### src/uart_flow_pkg.sv
// package: register map, command codes, rate tables and state types for the flow/baud block
package uart_flow_pkg;
    // register byte addresses (own map, one word each)
    localparam logic [7:0] ADDR_MODE1 = 8'h00;
    localparam logic [7:0] ADDR_MODE2 = 8'h04;
    localparam logic [7:0] ADDR_CLKSEL = 8'h20;
    localparam logic [7:0] ADDR_AUXCTL = 8'h0c;
    localparam logic [7:0] ADDR_COMMAND = 8'h10;
    localparam logic [7:0] ADDR_STATUS = 8'h14;
    localparam logic [7:0] ADDR_TXDATA = 8'h18;
    localparam logic [7:0] ADDR_RXDATA = 8'h1c;
    // the toggle and test-a offsets are word indexes, four bytes apart
    localparam logic [7:0] IDX_TOGGLE = 8'h02;
    localparam logic [7:0] IDX_TESTA = 8'h0a;
    localparam logic [7:0] ADDR_TOGGLE = IDX_TOGGLE << 2;
    localparam logic [7:0] ADDR_TESTA = IDX_TESTA << 2;
    // field positions
    localparam int M1_RX_FLOW = 7;
    localparam int M1_PAR_HI = 4;
    localparam int M1_PAR_LO = 3;
    localparam int M2_TX_FLOW = 4;
    localparam int M2_TX_RTS = 5;
    localparam int AUX_BANK = 7;
    localparam logic [1:0] PAR_WAKE = 2'h3;
    // command field in bits 7:4, enables in 3:0
    localparam logic [3:0] CMD_NONE = 4'h0;
    localparam logic [3:0] CMD_RX_RESET = 4'h4;
    localparam logic [3:0] CMD_TX_RESET = 4'h3;
    localparam logic [3:0] CMD_OUT_SET = 4'ha;
    localparam logic [3:0] CMD_OUT_CLR = 4'hb;
    localparam int CMD_RX_EN = 0;
    localparam int CMD_RX_DIS = 1;
    localparam int CMD_TX_EN = 2;
    localparam int CMD_TX_DIS = 3;
    localparam logic [3:0] CS_TIMER = 4'hd;
    localparam logic [3:0] CS_EXT16 = 4'he;
    localparam logic [3:0] CS_EXT1 = 4'hf;
    // 16x clock divisor from the 10 MHz core clock, baud*16
    localparam int CLK_HZ = 10000000;
    localparam int RX_FIFO_DEPTH = 3;
    localparam logic [1:0] AXI_OKAY = 2'h0;
    localparam logic [1:0] AXI_DECERR = 2'h3;
    localparam logic [3:0] TX_START_TICKS = 4'h3;

    typedef struct packed {
        logic [7:0] awaddr;
        logic awvalid;
        logic [31:0] wdata;
        logic [3:0] wstrb;
        logic wvalid;
        logic bready;
        logic [7:0] araddr;
        logic arvalid;
        logic rready;
    } axi_req_t;

    typedef struct packed {
        logic awready;
        logic wready;
        logic [1:0] bresp;
        logic bvalid;
        logic arready;
        logic [31:0] rdata;
        logic [1:0] rresp;
        logic rvalid;
    } axi_rsp_t;

    typedef enum logic [1:0] {TX_IDLE, TX_START, TX_SHIFT} tx_state_t;

    // baud rate times 10 per code, bank, column (normal/test)
    function automatic int rate_x10(input logic [3:0] code, input logic bank, input logic test);
        int r;
        r = 96000;
        unique case (code)
            4'h0: r = test ? (bank ? 72000 : 48000) : (bank ? 750 : 500);
            4'h1: r = test ? 8800 : 1100;
            4'h2: r = test ? 10760 : 1345;
            4'h3: r = test ? (bank ? 144000 : 192000) : (bank ? 1500 : 2000);
            4'h4: r = test ? 288000 : 3000;
            4'h5: r = test ? 576000 : 6000;
            4'h6: r = test ? 1152000 : 12000;
            4'h7: r = bank ? 20000 : 10500;
            4'h8: r = test ? 576000 : 24000;
            4'h9: r = 48000;
            4'ha: r = test ? (bank ? 144000 : 576000) : (bank ? 18000 : 72000);
            4'hb: r = 96000;
            4'hc: r = bank ? 192000 : 384000;
            default: r = 96000;
        endcase
        return r;
    endfunction
endpackage

### src/uart_flow_baud_control.sv
// uart flow control, transmitter disable handling, rate selection and receiver reset
//
// Contract
// - clear_send_input_n low means transmission permitted.
// - with tx_flow_gate_enable, high input stops tx after current character.
// - with tx_flow_gate_enable clear, multi-purpose input is ignored.
// - receiver raises request when fifo full and fourth start bit seen.
// - rx_flow_output_enable gives receiver control of the general output pin.
// - transmitter may also control the pin; both controls may be on.
// - commands 1010 and 1011 set and clear the output register bit.
// - pin is NAND of output register bit and inverted receiver request.
// - enabling flow leaves register bit; disabling returns pin to it.
// - disable within 3/16 bit (16x) or one bit (1x) sends nothing.
// - underrun tx disabled right after one load sends nothing.
// - tx_fully_drained set while underrun and right after enable.
// - holding data moves to shifter in start bit; holding free at its end.
// - clock code plus rate bank selects rate from fixed table.
// - codes 1101 timer, 1110 external 16x, 1111 external 1x.
// - each read at address 2 toggles rate test mode.
// - access at address A forces 1x mode and test output nodes; here each write toggles test_a and a read only returns it.
// - receiver reset then enable keeps receiver programming.
// - parity bits 11 keep receiver partially enabled, bypassing disable/reset.
// - output register asserted by command, auto-reset by tx done or rx full; here out_bit stays set and only the pin goes high.
`timescale 1ns/1ps
module uart_flow_baud_control
    import uart_flow_pkg::*;
(
    input wire logic core_clk, // 10 MHz core clock
    input wire logic rstn, // async reset, active low
    input wire uart_flow_pkg::axi_req_t axi_req, // axi4-lite requests
    output uart_flow_pkg::axi_rsp_t axi_rsp, // axi4-lite answers
    input wire logic multi_purpose_input_pin, // clear_send_input_n pin
    input wire logic rxd, // serial input
    input wire logic ext_clk, // external rate clock pin
    input wire logic timer_tick, // 16x tick from counter/timer
    output logic txd, // serial output
    output logic general_output_pin, // request_send_output_n pin
    output logic tx_holding_free, // transmit holding register free
    output logic tx_fully_drained // transmitter empty
);
    import uart_flow_pkg::*;

    // ****************************************************************
    // state
    // ****************************************************************
    typedef struct packed {
        axi_rsp_t rsp;
        logic aw_got;
        logic w_got;
        logic [7:0] aw_addr;
        logic [31:0] w_data;
        logic [7:0] mode1;
        logic [7:0] mode2;
        logic [7:0] clksel;
        logic [7:0] auxctl;
        logic test_rate;
        logic test_a;
        logic out_bit;
        logic tx_en;
        logic rx_en;
        tx_state_t tx_st;
        logic hold_full;
        logic [7:0] hold;
        logic [9:0] shift;
        logic [3:0] bitcnt;
        logic [3:0] sub;
        logic [23:0] div_cnt;
        logic tick;
        logic [2:0] sync_mp;
        logic [2:0] sync_rx;
        logic [2:0] sync_ext;
        logic rx_busy;
        logic [3:0] rx_sub;
        logic [3:0] rx_bit;
        logic [7:0] rx_sh;
        logic [1:0] fifo_cnt;
        logic [7:0] fifo0;
        logic rx_req;
        logic txd;
        logic pin;
        logic drained;
        logic hfree;
    } state_t;

    state_t st_ff;
    state_t nxt_st;

    function automatic logic [23:0] divisor(input logic [3:0] code, input logic bank, input logic test);
        int d;
        d = (CLK_HZ * 10) / (rate_x10(code, bank, test) * 16);
        return d[23:0];
    endfunction

    // ****************************************************************
    // next-state logic
    // ****************************************************************
    logic wake;
    logic cts_ok;
    logic ext_rise;
    logic one_x;
    logic [7:0] cmd;
    logic do_write;
    logic do_read;
    logic [31:0] rd;
    logic [1:0] rresp;
    logic [23:0] dv;

    always_comb begin
        nxt_st = st_ff;
        wake = (st_ff.mode1[M1_PAR_HI:M1_PAR_LO] == PAR_WAKE);
        cts_ok = !st_ff.mode2[M2_TX_FLOW] || !st_ff.sync_mp[2];
        ext_rise = st_ff.sync_ext[2] && !st_ff.sync_ext[1] ? 1'b0 : (st_ff.sync_ext[1] && !st_ff.sync_ext[2]);
        one_x = st_ff.test_a || (st_ff.clksel[7:4] == CS_EXT1);
        cmd = 8'h00;
        rd = 32'h0;
        rresp = AXI_OKAY;
        dv = 24'h0;
        nxt_st.sync_mp = {st_ff.sync_mp[1:0], multi_purpose_input_pin};
        nxt_st.sync_rx = {st_ff.sync_rx[1:0], rxd};
        nxt_st.sync_ext = {st_ff.sync_ext[1:0], ext_clk};

        // rate tick generator
        nxt_st.tick = 1'b0;
        unique case (st_ff.clksel[7:4])
            CS_TIMER: nxt_st.tick = timer_tick;
            CS_EXT16, CS_EXT1: nxt_st.tick = ext_rise;
            default: begin
                dv = divisor(st_ff.clksel[7:4], st_ff.auxctl[AUX_BANK], st_ff.test_rate);
                if (st_ff.div_cnt >= dv - 24'h1) begin
                    nxt_st.div_cnt = 24'h0;
                    nxt_st.tick = 1'b1;
                end else begin
                    nxt_st.div_cnt = st_ff.div_cnt + 24'h1;
                end
            end
        endcase

        // bus slave
        if (axi_req.awvalid && !st_ff.aw_got) begin
            nxt_st.aw_got = 1'b1;
            nxt_st.aw_addr = axi_req.awaddr;
        end
        if (axi_req.wvalid && !st_ff.w_got) begin
            nxt_st.w_got = 1'b1;
            nxt_st.w_data = axi_req.wdata;
        end
        nxt_st.rsp.awready = !nxt_st.aw_got && !st_ff.rsp.bvalid;
        nxt_st.rsp.wready = !nxt_st.w_got && !st_ff.rsp.bvalid;
        do_write = st_ff.aw_got && st_ff.w_got && !st_ff.rsp.bvalid;
        if (st_ff.rsp.bvalid && axi_req.bready) begin
            nxt_st.rsp.bvalid = 1'b0;
        end
        if (do_write) begin
            nxt_st.aw_got = 1'b0;
            nxt_st.w_got = 1'b0;
            nxt_st.rsp.bvalid = 1'b1;
            nxt_st.rsp.bresp = AXI_OKAY;
            unique case (st_ff.aw_addr)
                ADDR_MODE1: nxt_st.mode1 = st_ff.w_data[7:0];
                ADDR_MODE2: nxt_st.mode2 = st_ff.w_data[7:0];
                ADDR_CLKSEL: nxt_st.clksel = st_ff.w_data[7:0];
                ADDR_AUXCTL: nxt_st.auxctl = st_ff.w_data[7:0];
                ADDR_COMMAND: cmd = st_ff.w_data[7:0];
                ADDR_TXDATA: begin
                    nxt_st.hold = st_ff.w_data[7:0];
                    nxt_st.hold_full = 1'b1;
                    nxt_st.hfree = 1'b0;
                end
                ADDR_TESTA: nxt_st.test_a = !st_ff.test_a;
                default: nxt_st.rsp.bresp = AXI_DECERR;
            endcase
        end
        do_read = axi_req.arvalid && st_ff.rsp.arready;
        nxt_st.rsp.arready = !st_ff.rsp.rvalid && !do_read;
        if (st_ff.rsp.rvalid && axi_req.rready) begin
            nxt_st.rsp.rvalid = 1'b0;
            nxt_st.rsp.arready = 1'b1;
        end
        if (do_read) begin
            unique case (axi_req.araddr)
                ADDR_MODE1: rd = {24'h0, st_ff.mode1};
                ADDR_MODE2: rd = {24'h0, st_ff.mode2};
                ADDR_CLKSEL: rd = {24'h0, st_ff.clksel};
                ADDR_AUXCTL: rd = {24'h0, st_ff.auxctl};
                ADDR_STATUS: rd = {24'h0, st_ff.test_a, st_ff.test_rate, st_ff.out_bit, st_ff.rx_req,
                                   st_ff.drained, st_ff.hfree, st_ff.fifo_cnt};
                ADDR_RXDATA: begin
                    rd = {24'h0, st_ff.fifo0};
                    if (st_ff.fifo_cnt != 2'h0) begin
                        nxt_st.fifo_cnt = st_ff.fifo_cnt - 2'h1;
                    end
                end
                ADDR_TOGGLE: nxt_st.test_rate = !st_ff.test_rate;
                ADDR_TESTA: rd = {31'h0, st_ff.test_a};
                default: rresp = AXI_DECERR;
            endcase
            nxt_st.rsp.rdata = rd;
            nxt_st.rsp.rresp = rresp;
            nxt_st.rsp.rvalid = 1'b1;
        end

        // commands; programming registers are never touched by resets
        if (cmd[7:4] == CMD_OUT_SET) begin
            nxt_st.out_bit = 1'b1;
        end
        if (cmd[7:4] == CMD_OUT_CLR) begin
            nxt_st.out_bit = 1'b0;
        end
        if (cmd[CMD_TX_EN]) begin
            nxt_st.tx_en = 1'b1;
            if (!st_ff.hold_full && st_ff.tx_st == TX_IDLE) begin
                nxt_st.drained = 1'b1;
            end
        end
        if (cmd[CMD_RX_EN]) begin
            nxt_st.rx_en = 1'b1;
        end
        if ((cmd[CMD_RX_DIS] || cmd[7:4] == CMD_RX_RESET) && !wake) begin
            nxt_st.rx_en = 1'b0;
            if (cmd[7:4] == CMD_RX_RESET) begin
                nxt_st.fifo_cnt = 2'h0;
                nxt_st.rx_busy = 1'b0;
                nxt_st.rx_req = 1'b0;
            end
        end

        // transmitter
        if (cmd[CMD_TX_DIS] || cmd[7:4] == CMD_TX_RESET) begin
            nxt_st.tx_en = 1'b0;
            // a character in the first TX_START_TICKS ticks of its start bit (TX_START) is dropped, as is an unstarted load
            if (st_ff.tx_st != TX_SHIFT) begin
                nxt_st.tx_st = TX_IDLE;
                nxt_st.hold_full = 1'b0;
                nxt_st.hfree = 1'b1;
                nxt_st.txd = 1'b1;
                nxt_st.drained = 1'b1;
            end
        end else if (st_ff.tick) begin
            unique case (st_ff.tx_st)
                TX_IDLE: begin
                    if (st_ff.tx_en && st_ff.hold_full && cts_ok) begin
                        nxt_st.tx_st = TX_START;
                        nxt_st.txd = 1'b0;
                        nxt_st.drained = 1'b0;
                        nxt_st.sub = 4'h0;
                    end else if (!st_ff.hold_full) begin
                        nxt_st.drained = 1'b1;
                    end
                end
                TX_START: begin
                    nxt_st.sub = st_ff.sub + 4'h1;
                    if (one_x || st_ff.sub == TX_START_TICKS - 4'h1) begin
                        // holding moves during the start bit, after the disable window
                        nxt_st.shift = {1'b1, st_ff.hold, 1'b0};
                        nxt_st.hold_full = 1'b0;
                        nxt_st.tx_st = TX_SHIFT;
                    end
                end
                TX_SHIFT: begin
                    nxt_st.sub = st_ff.sub + 4'h1;
                    if (one_x || st_ff.sub == 4'hf) begin
                        nxt_st.sub = 4'h0;
                        if (st_ff.bitcnt == 4'h0) begin
                            nxt_st.hfree = 1'b1;
                        end
                        nxt_st.shift = {1'b1, st_ff.shift[9:1]};
                        nxt_st.txd = st_ff.shift[1];
                        nxt_st.bitcnt = st_ff.bitcnt + 4'h1;
                        if (st_ff.bitcnt == 4'h9) begin
                            nxt_st.bitcnt = 4'h0;
                            nxt_st.txd = 1'b1;
                            nxt_st.tx_st = TX_IDLE;
                        end
                    end
                end
            endcase
        end

        // receiver, 16x oversampling, fifo of RX_FIFO_DEPTH plus shifter
        if (st_ff.tick && (st_ff.rx_en || wake)) begin
            if (!st_ff.rx_busy) begin
                if (!st_ff.sync_rx[2]) begin
                    nxt_st.rx_busy = 1'b1;
                    nxt_st.rx_sub = 4'h0;
                    nxt_st.rx_bit = 4'h0;
                    if (st_ff.fifo_cnt == 2'(RX_FIFO_DEPTH)) begin
                        nxt_st.rx_req = 1'b1;
                    end
                end
            end else begin
                nxt_st.rx_sub = st_ff.rx_sub + 4'h1;
                if (one_x || st_ff.rx_sub == 4'h7) begin
                    nxt_st.rx_bit = st_ff.rx_bit + 4'h1;
                    if (st_ff.rx_bit != 4'h0) begin
                        nxt_st.rx_sh = {st_ff.sync_rx[2], st_ff.rx_sh[7:1]};
                    end
                    if (st_ff.rx_bit == 4'h9) begin
                        nxt_st.rx_busy = 1'b0;
                        // count on from the next value so a read in the same cycle is not lost
                        if (nxt_st.fifo_cnt != 2'(RX_FIFO_DEPTH)) begin
                            nxt_st.fifo_cnt = nxt_st.fifo_cnt + 2'h1;
                            nxt_st.fifo0 = st_ff.rx_sh;
                        end
                    end
                end
                if (st_ff.rx_sub == 4'hf) begin
                    nxt_st.rx_sub = 4'h0;
                end
            end
        end
        if (st_ff.rx_req && st_ff.fifo_cnt != 2'(RX_FIFO_DEPTH)) begin
            nxt_st.rx_req = 1'b0;
        end

        // output pin: nand of register bit and the inverted automatic requests
        nxt_st.pin = !(st_ff.out_bit
                       && !(st_ff.mode1[M1_RX_FLOW] && st_ff.rx_req)
                       && !(st_ff.mode2[M2_TX_RTS] && st_ff.drained));
        if (st_ff.test_a) begin
            nxt_st.pin = st_ff.tick;
        end
    end

    // ****************************************************************
    // registers
    // ****************************************************************
    always_ff @(posedge core_clk or negedge rstn) begin
        if (!rstn) begin
            st_ff <= '0;
            st_ff.sync_mp <= 3'h7;
            st_ff.sync_rx <= 3'h7;
            st_ff.txd <= 1'b1;
            st_ff.pin <= 1'b1;
            st_ff.hfree <= 1'b1;
            st_ff.drained <= 1'b1;
            st_ff.rsp.arready <= 1'b1;
            st_ff.rsp.awready <= 1'b1;
            st_ff.rsp.wready <= 1'b1;
        end else begin
            st_ff <= nxt_st;
        end
    end

    assign axi_rsp = st_ff.rsp;
    assign txd = st_ff.txd;
    assign general_output_pin = st_ff.pin;
    assign tx_holding_free = st_ff.hfree;
    assign tx_fully_drained = st_ff.drained;
endmodule

### config.mk
export PLATFORM = sky130hd
export DESIGN_NAME = uart_flow_baud_control
export DESIGN_NICKNAME = d
export VERILOG_FILES = /design/src/uart_flow_pkg.sv /design/src/uart_flow_baud_control.sv
export SDC_FILE = /design/constraint.sdc
export NUM_CORES = 1
export LEC_CHECK = 0
export BUFFER_PORTS_ARGS = -buffer_cell sky130_fd_sc_hd__buf_4
export CAP_MARGIN = 20
export CORE_MARGIN = 2
export CORE_UTILIZATION = 45
export CTS_CLUSTER_DIAMETER = 150
export DETAILED_ROUTE_END_ITERATION = 8
export GPL_ROUTABILITY_DRIVEN = 0
export HOLD_SLACK_MARGIN = 0.05
export PLACE_DENSITY = 0.7
export REMOVE_ABC_BUFFERS = 1
export SLEW_MARGIN = 25
export SYNTH_ARGS = -nofsm -noshare
export SYNTH_HDL_FRONTEND = slang
export SYNTH_SLANG_ARGS = --single-unit
### constraint.sdc
create_clock -name core_clk -period 66.4 [get_ports core_clk]
set_clock_uncertainty 0.2 [all_clocks]
set_input_delay 9.96 -clock core_clk [delete_from_list [all_inputs] [get_ports core_clk]]
set_output_delay 9.96 -clock core_clk [all_outputs]
set_load 0.05 [all_outputs]
Yosys cells after proc, flatten, opt, wreduce, memory -nomap -nowiden
Index checks and enable logic that the tools add are counted.
{ "word_totals": {"out_inout_bits": 45, "in_bits": 63, "reg_bits": 167, "word_cells": 295} }
{ "classes": {"eq_ne": 54, "reduce_logical": 83, "bitwise_logic": 1, "div_mod_pow": 1, "n_addsub": 8, "muxes": 104, "order_cmp": 1} }
{ "op_table": {"columns": ["op", "count"], "rows": [
  ["$pmux 21 s12", 1],
  ["$mux 20", 4],
  ["$mux 28", 2],
  ["$pmux 8 s7", 1],
  ["$mux 18", 3],
  ["$eq 4x4->1 const B", 13],
  ["$mux 17", 3],
  ["$mux 10", 5],
  ["$mux 1", 43],
  ["$mux 19", 2],
  ["$mux 9", 4],
  ["$div 28x32->32 const A", 1],
  ["$eq 8x5->1 const B", 4],
  ["$eq 8x6->1 const B", 4],
  ["$mux 14", 2],
  ["$mux 2", 14],
  ["$add 24x1->24 const B", 1],
  ["$eq 4x3->1 const B", 6],
  ["$eq 8x4->1 const B", 3],
  ["$ge 24x24->1", 1],
  ["$mux 24", 1],
  ["$mux 8", 3],
  ["$sub 24x1->24 const B", 1],
  ["$logic_and 1x1->1", 22],
  ["40 further kinds", 108]
]} }

Logic depth before layout (Yosys ltp)
{ "depth": {"depth_word": 14, "ltp_mapped": 309, "mapped_depth_nobuf": 280} }

Worst setup path before layout
No wires, ideal clock.
{ "synth_timing": {"path_type": "flip-flop to flip-flop", "from": "reg st_ff[99] (netlist bit)", "to": "reg st_ff[42] (netlist bit)", "required_time_ns": 66.134, "stages_incl_launch_ff": 279, "slack_ns": 3.092, "setup_time_ns": 0.066, "period_less_slack_ns": 63.308, "t_arrival_ns": 63.042, "path_buffers": 37, "path_cell_list": "dfrtp_1 > buf_2 > clkinv_1 > ha_1 > nand2b_1 > a21oi_1 > a311oi_1 > o21ai_0 > ha_1 > nand2_1 > o31ai_1 > o21ba_2 > o21ai_0 > or3_1 > clkbuf_1 > nor2_1 > ha_1 > a21oi_1 > [243 not listed] > a21o_1 > a21o_1 > a21o_1 > a21o_1 > a21o_1 > a21o_1 > a21o_1 > a21o_1 > a21o_1 > a21o_1 > a21o_1 > a21o_1 > a2111oi_0 > o21ai_0 > and2_1 > clkbuf_1 > nor2_1 > mux2_2"} }
{ "synth_via": {"elab_chain_cells": 7, "elab_cells_between_ends": 15, "cone_classes": "1 x add/sub; 1 x div; 1 x order compare; 12 x mux"} }
{ "synth_rtl": {"columns": ["element", "line", "rtl"], "rows": [
  ["start, declared", "uart_flow_baud_control.sv:85", "state_t st_ff;"],
  ["start signal, assigned", "uart_flow_baud_control.sv:340", "st_ff <= nxt_st;"],
  ["$mux 20, or another cell as far along", "uart_flow_pkg.sv:85", "4'ha: r = test ? (bank ? 144000 : 576000) : (bank ? 18000 : 72000);"],
  ["$pmux 21 s12 (*)", "uart_flow_pkg.sv:74", "unique case (code)"],
  ["$mux 28 (*)", "uart_flow_baud_control.sv:124", "unique case (st_ff.clksel[7:4])"],
  ["$div 28x32->32 (*)", "uart_flow_baud_control.sv:90", "d = (CLK_HZ * 10) / (rate_x10(code, bank, test) * 16);"],
  ["$sub 24x1->24 (*)", "uart_flow_baud_control.sv:129", "if (st_ff.div_cnt >= dv - 24'h1) begin"],
  ["$ge 24x24->1 (*)", "uart_flow_baud_control.sv:129", null],
  ["$mux 24 (*)", "uart_flow_baud_control.sv:129", null]
]} }
Mark *: on every way between the ends. The rest lies on a longest branch, timed or not. The select of a mux whose other input is x is not followed.
A chain may end at the register's enable or synchronous reset.

Worst setup path after layout
Same ends and word-level chain as after synthesis.

==> reports/qor.csv <==
metric;value;unit
final-stage net count;4533;
endpoints failing hold;0;
Post-DRT Antenna Nets;0;
FF+latch count, synth;164;
CTS Hold Bufs;0;
grt met3 use;2.75;%
initial antenna violation count;2;
Main synth FF type;dfrtp_1;
DR pass1 iterations;5;
Crit Path Class;reg -> reg;
met1 Use GR;36.7;%
Worst Setup End Kind;register;
Max Cap Viol;0;
top-area cell type share of the netlist area;15.6;%
FILL cells;6544;
largest fanout on the critical path;24;
top cells by area, synth;ha_1 (16%), dfrtp_1 (12%), mux2_2 (7.0%);
CTS buffer count;17;
gr busiest metal;met2;
Critical Path Source Type;register;
global-route met2 utilization;42.5;%
CTS tree;yes;
global-route wire length before repair;152000;um
initial drt markers;2804;
CP delay by family, top;compound AO/OA/AOI/OAI gates;
Buf+Inv Stages, Crit Path;28;
most frequent CP cell;a21o_1;
slew margin rel.;26.4;%
Reg clk slew, reported paths;0.07;ns
number of global-route vias before repair;28500;
Max Clk Rate;16.0;MHz
Total Routed Length;95400;um
initial core utilization;45.6;%
Post-synth EDFFs;0;
# setup viols final;0;
slew at the pin closest to its max-slew limit;1.10;ns
Final min period;62.66;ns
All-Layer GR Usage;26.2;%
status;finished clean;
Root Driver;clkbuf_16;
Slew Limit Fails;0;
grt ovf;0;
Gate Count Post-Synth;4000;
critical path's largest stage delay;0.66;ns
Crit-path slowest cell;a2111oi_0;
H-tree Lvls;4;
row cnt;95;
vias;31200;
Avg Synthesized Cell Area;7.68;um2
crit path DAT;62.83;ns
share of layout cells above drive strength 1;14.1;%
post-route clock period utilization;94.4;%
Synth cell types;108;
die height;265;um
total negative slack;0;ns
Worst EP required;66.57;ns
area delta synth->final;9.41;%
largest net degree at the start of global routing;86;
worst min path class;reg -> reg;
clock sink count;164;
CORE AREA;0.0674;mm2
Routed WL per cell;19.2;um
Cell Area, Synth;0.0307;mm2
most common cell in the netlist;ha_1;
IO Pins;108;
die footprint;0.0703;mm2
synth warn;0;
Skew-Pair Late Insertion Delay;0.44;ns
IO buf count;55;
die width;265;um
Vias/cell;6.28;
DRC;0;
Max clock buf depth;2;
asr flop ratio synth;100;%
Synth top cells by count;ha_1 (384), nor2_1 (343), a21oi_1 (326), nand2_1 (326), o21ai_0 (266);
post-detail-place hpwl;72400;um
sequential share of the synthesized area;13.4;%
Yosys top cell by area;ha_1;
==> through the flow <==
stage                     hold WS, ns  cell area (um2)  setup WS (ns)  util (%)  cells
final                           0.153            33600           3.74      49.8   4971
after global routing            0.156            33600        -0.0844      49.8   4970
after CTS                       0.156            33200          0.556      49.3   4960
after detailed placement        0.140            32600          0.944      48.4   4928
after global placement          0.135            32600           1.29      48.4   4928
after floorplan                 0.131            30000          -1.07         -   3873
==> final timing paths <==
kind / start / to / slack, ns / depth (start not counted)
max in group asynchronous: rstn / st_ff[28] / 55.46 / 2
setup reg to reg: st_ff[99] / st_ff[42] / 3.74 / 267
setup / recovery: st_ff[99] / st_ff[42] / 3.74 / 267
hold reg to reg: nxt_st[33] / nxt_st[34] / 0.15 / 0
min in group asynchronous: rstn / axi_rsp[5] / 9.35 / 1
hold / removal: nxt_st[33] / nxt_st[34] / 0.15 / 0
==> state kept, by name (all words and copies together) (netlist names) <==
signal              cells
tx_fully_drained        1
txd                     1
general_output_pin      1
nxt_st                  6
axi_rsp                15
tx_holding_free         1
st_ff                 139
==> final cells by class <==
cell class | instances | area (um2) | share of cell area [%]
antenna | 1 | 2.50 | 0.00745
clock inverter | 15 | 186 | 0.555
timing repair buffer | 192 | 1500 | 4.46
inverter | 155 | 586 | 1.74
sequential | 164 | 4130 | 12.3
multi-input combinational | 3554 | 25700 | 76.4
tap | 873 | 1090 | 3.25
clock buffer | 17 | 425 | 1.27
==> cell usage in the layout (no fill, tap or decap), drive strengths merged, types with 51 or more instances in the layout <==
cell type    n
a31oi       51
o21a        80
xor2        91
a21oi      328
o21ai      274
nor2       344
nor3        89
xnor2      184
nand2      326
a211oi      62
nand3       93
ha         384
mux2       190
inv        159
a21o       152
nor2b       56
dfrtp      151
nand2b      71
buf        191
==> cell families after synthesis <==
kind of cell               Yosys count  synth area share (%)
AOI/OAI and AO/OA                 1348                  29.5
xor gates and xnor gates           275                  7.84
adders and majority gates          387                  15.8
buffers and inverters              316                  4.58
DFF                                164                  13.4
muxes                              221                  8.02
other                                2                0.0245
and+or+nand+nor                   1287                  20.8
==> layer usage <==
layer / part of all wire [%] / vias up
li1: - / 15200
met1: 46 / 14700
met2: 45 / 1103
met3: 6.7 / 177
met4: 3.0 / 0
met5: 0 / -
==> repair_timing <==
| action | CTS | global route |
|---|---|---|
| endpoints found under the setup margin | 0 | 25 |
| resized for setup | 0 | 56 |
| buffers inserted | 0 | 10 |
| hold endpoints to repair | 0 | 0 |
Power is not shown: default switching activity piles up to over one toggle a cycle in this logic, so the estimate is an artifact.
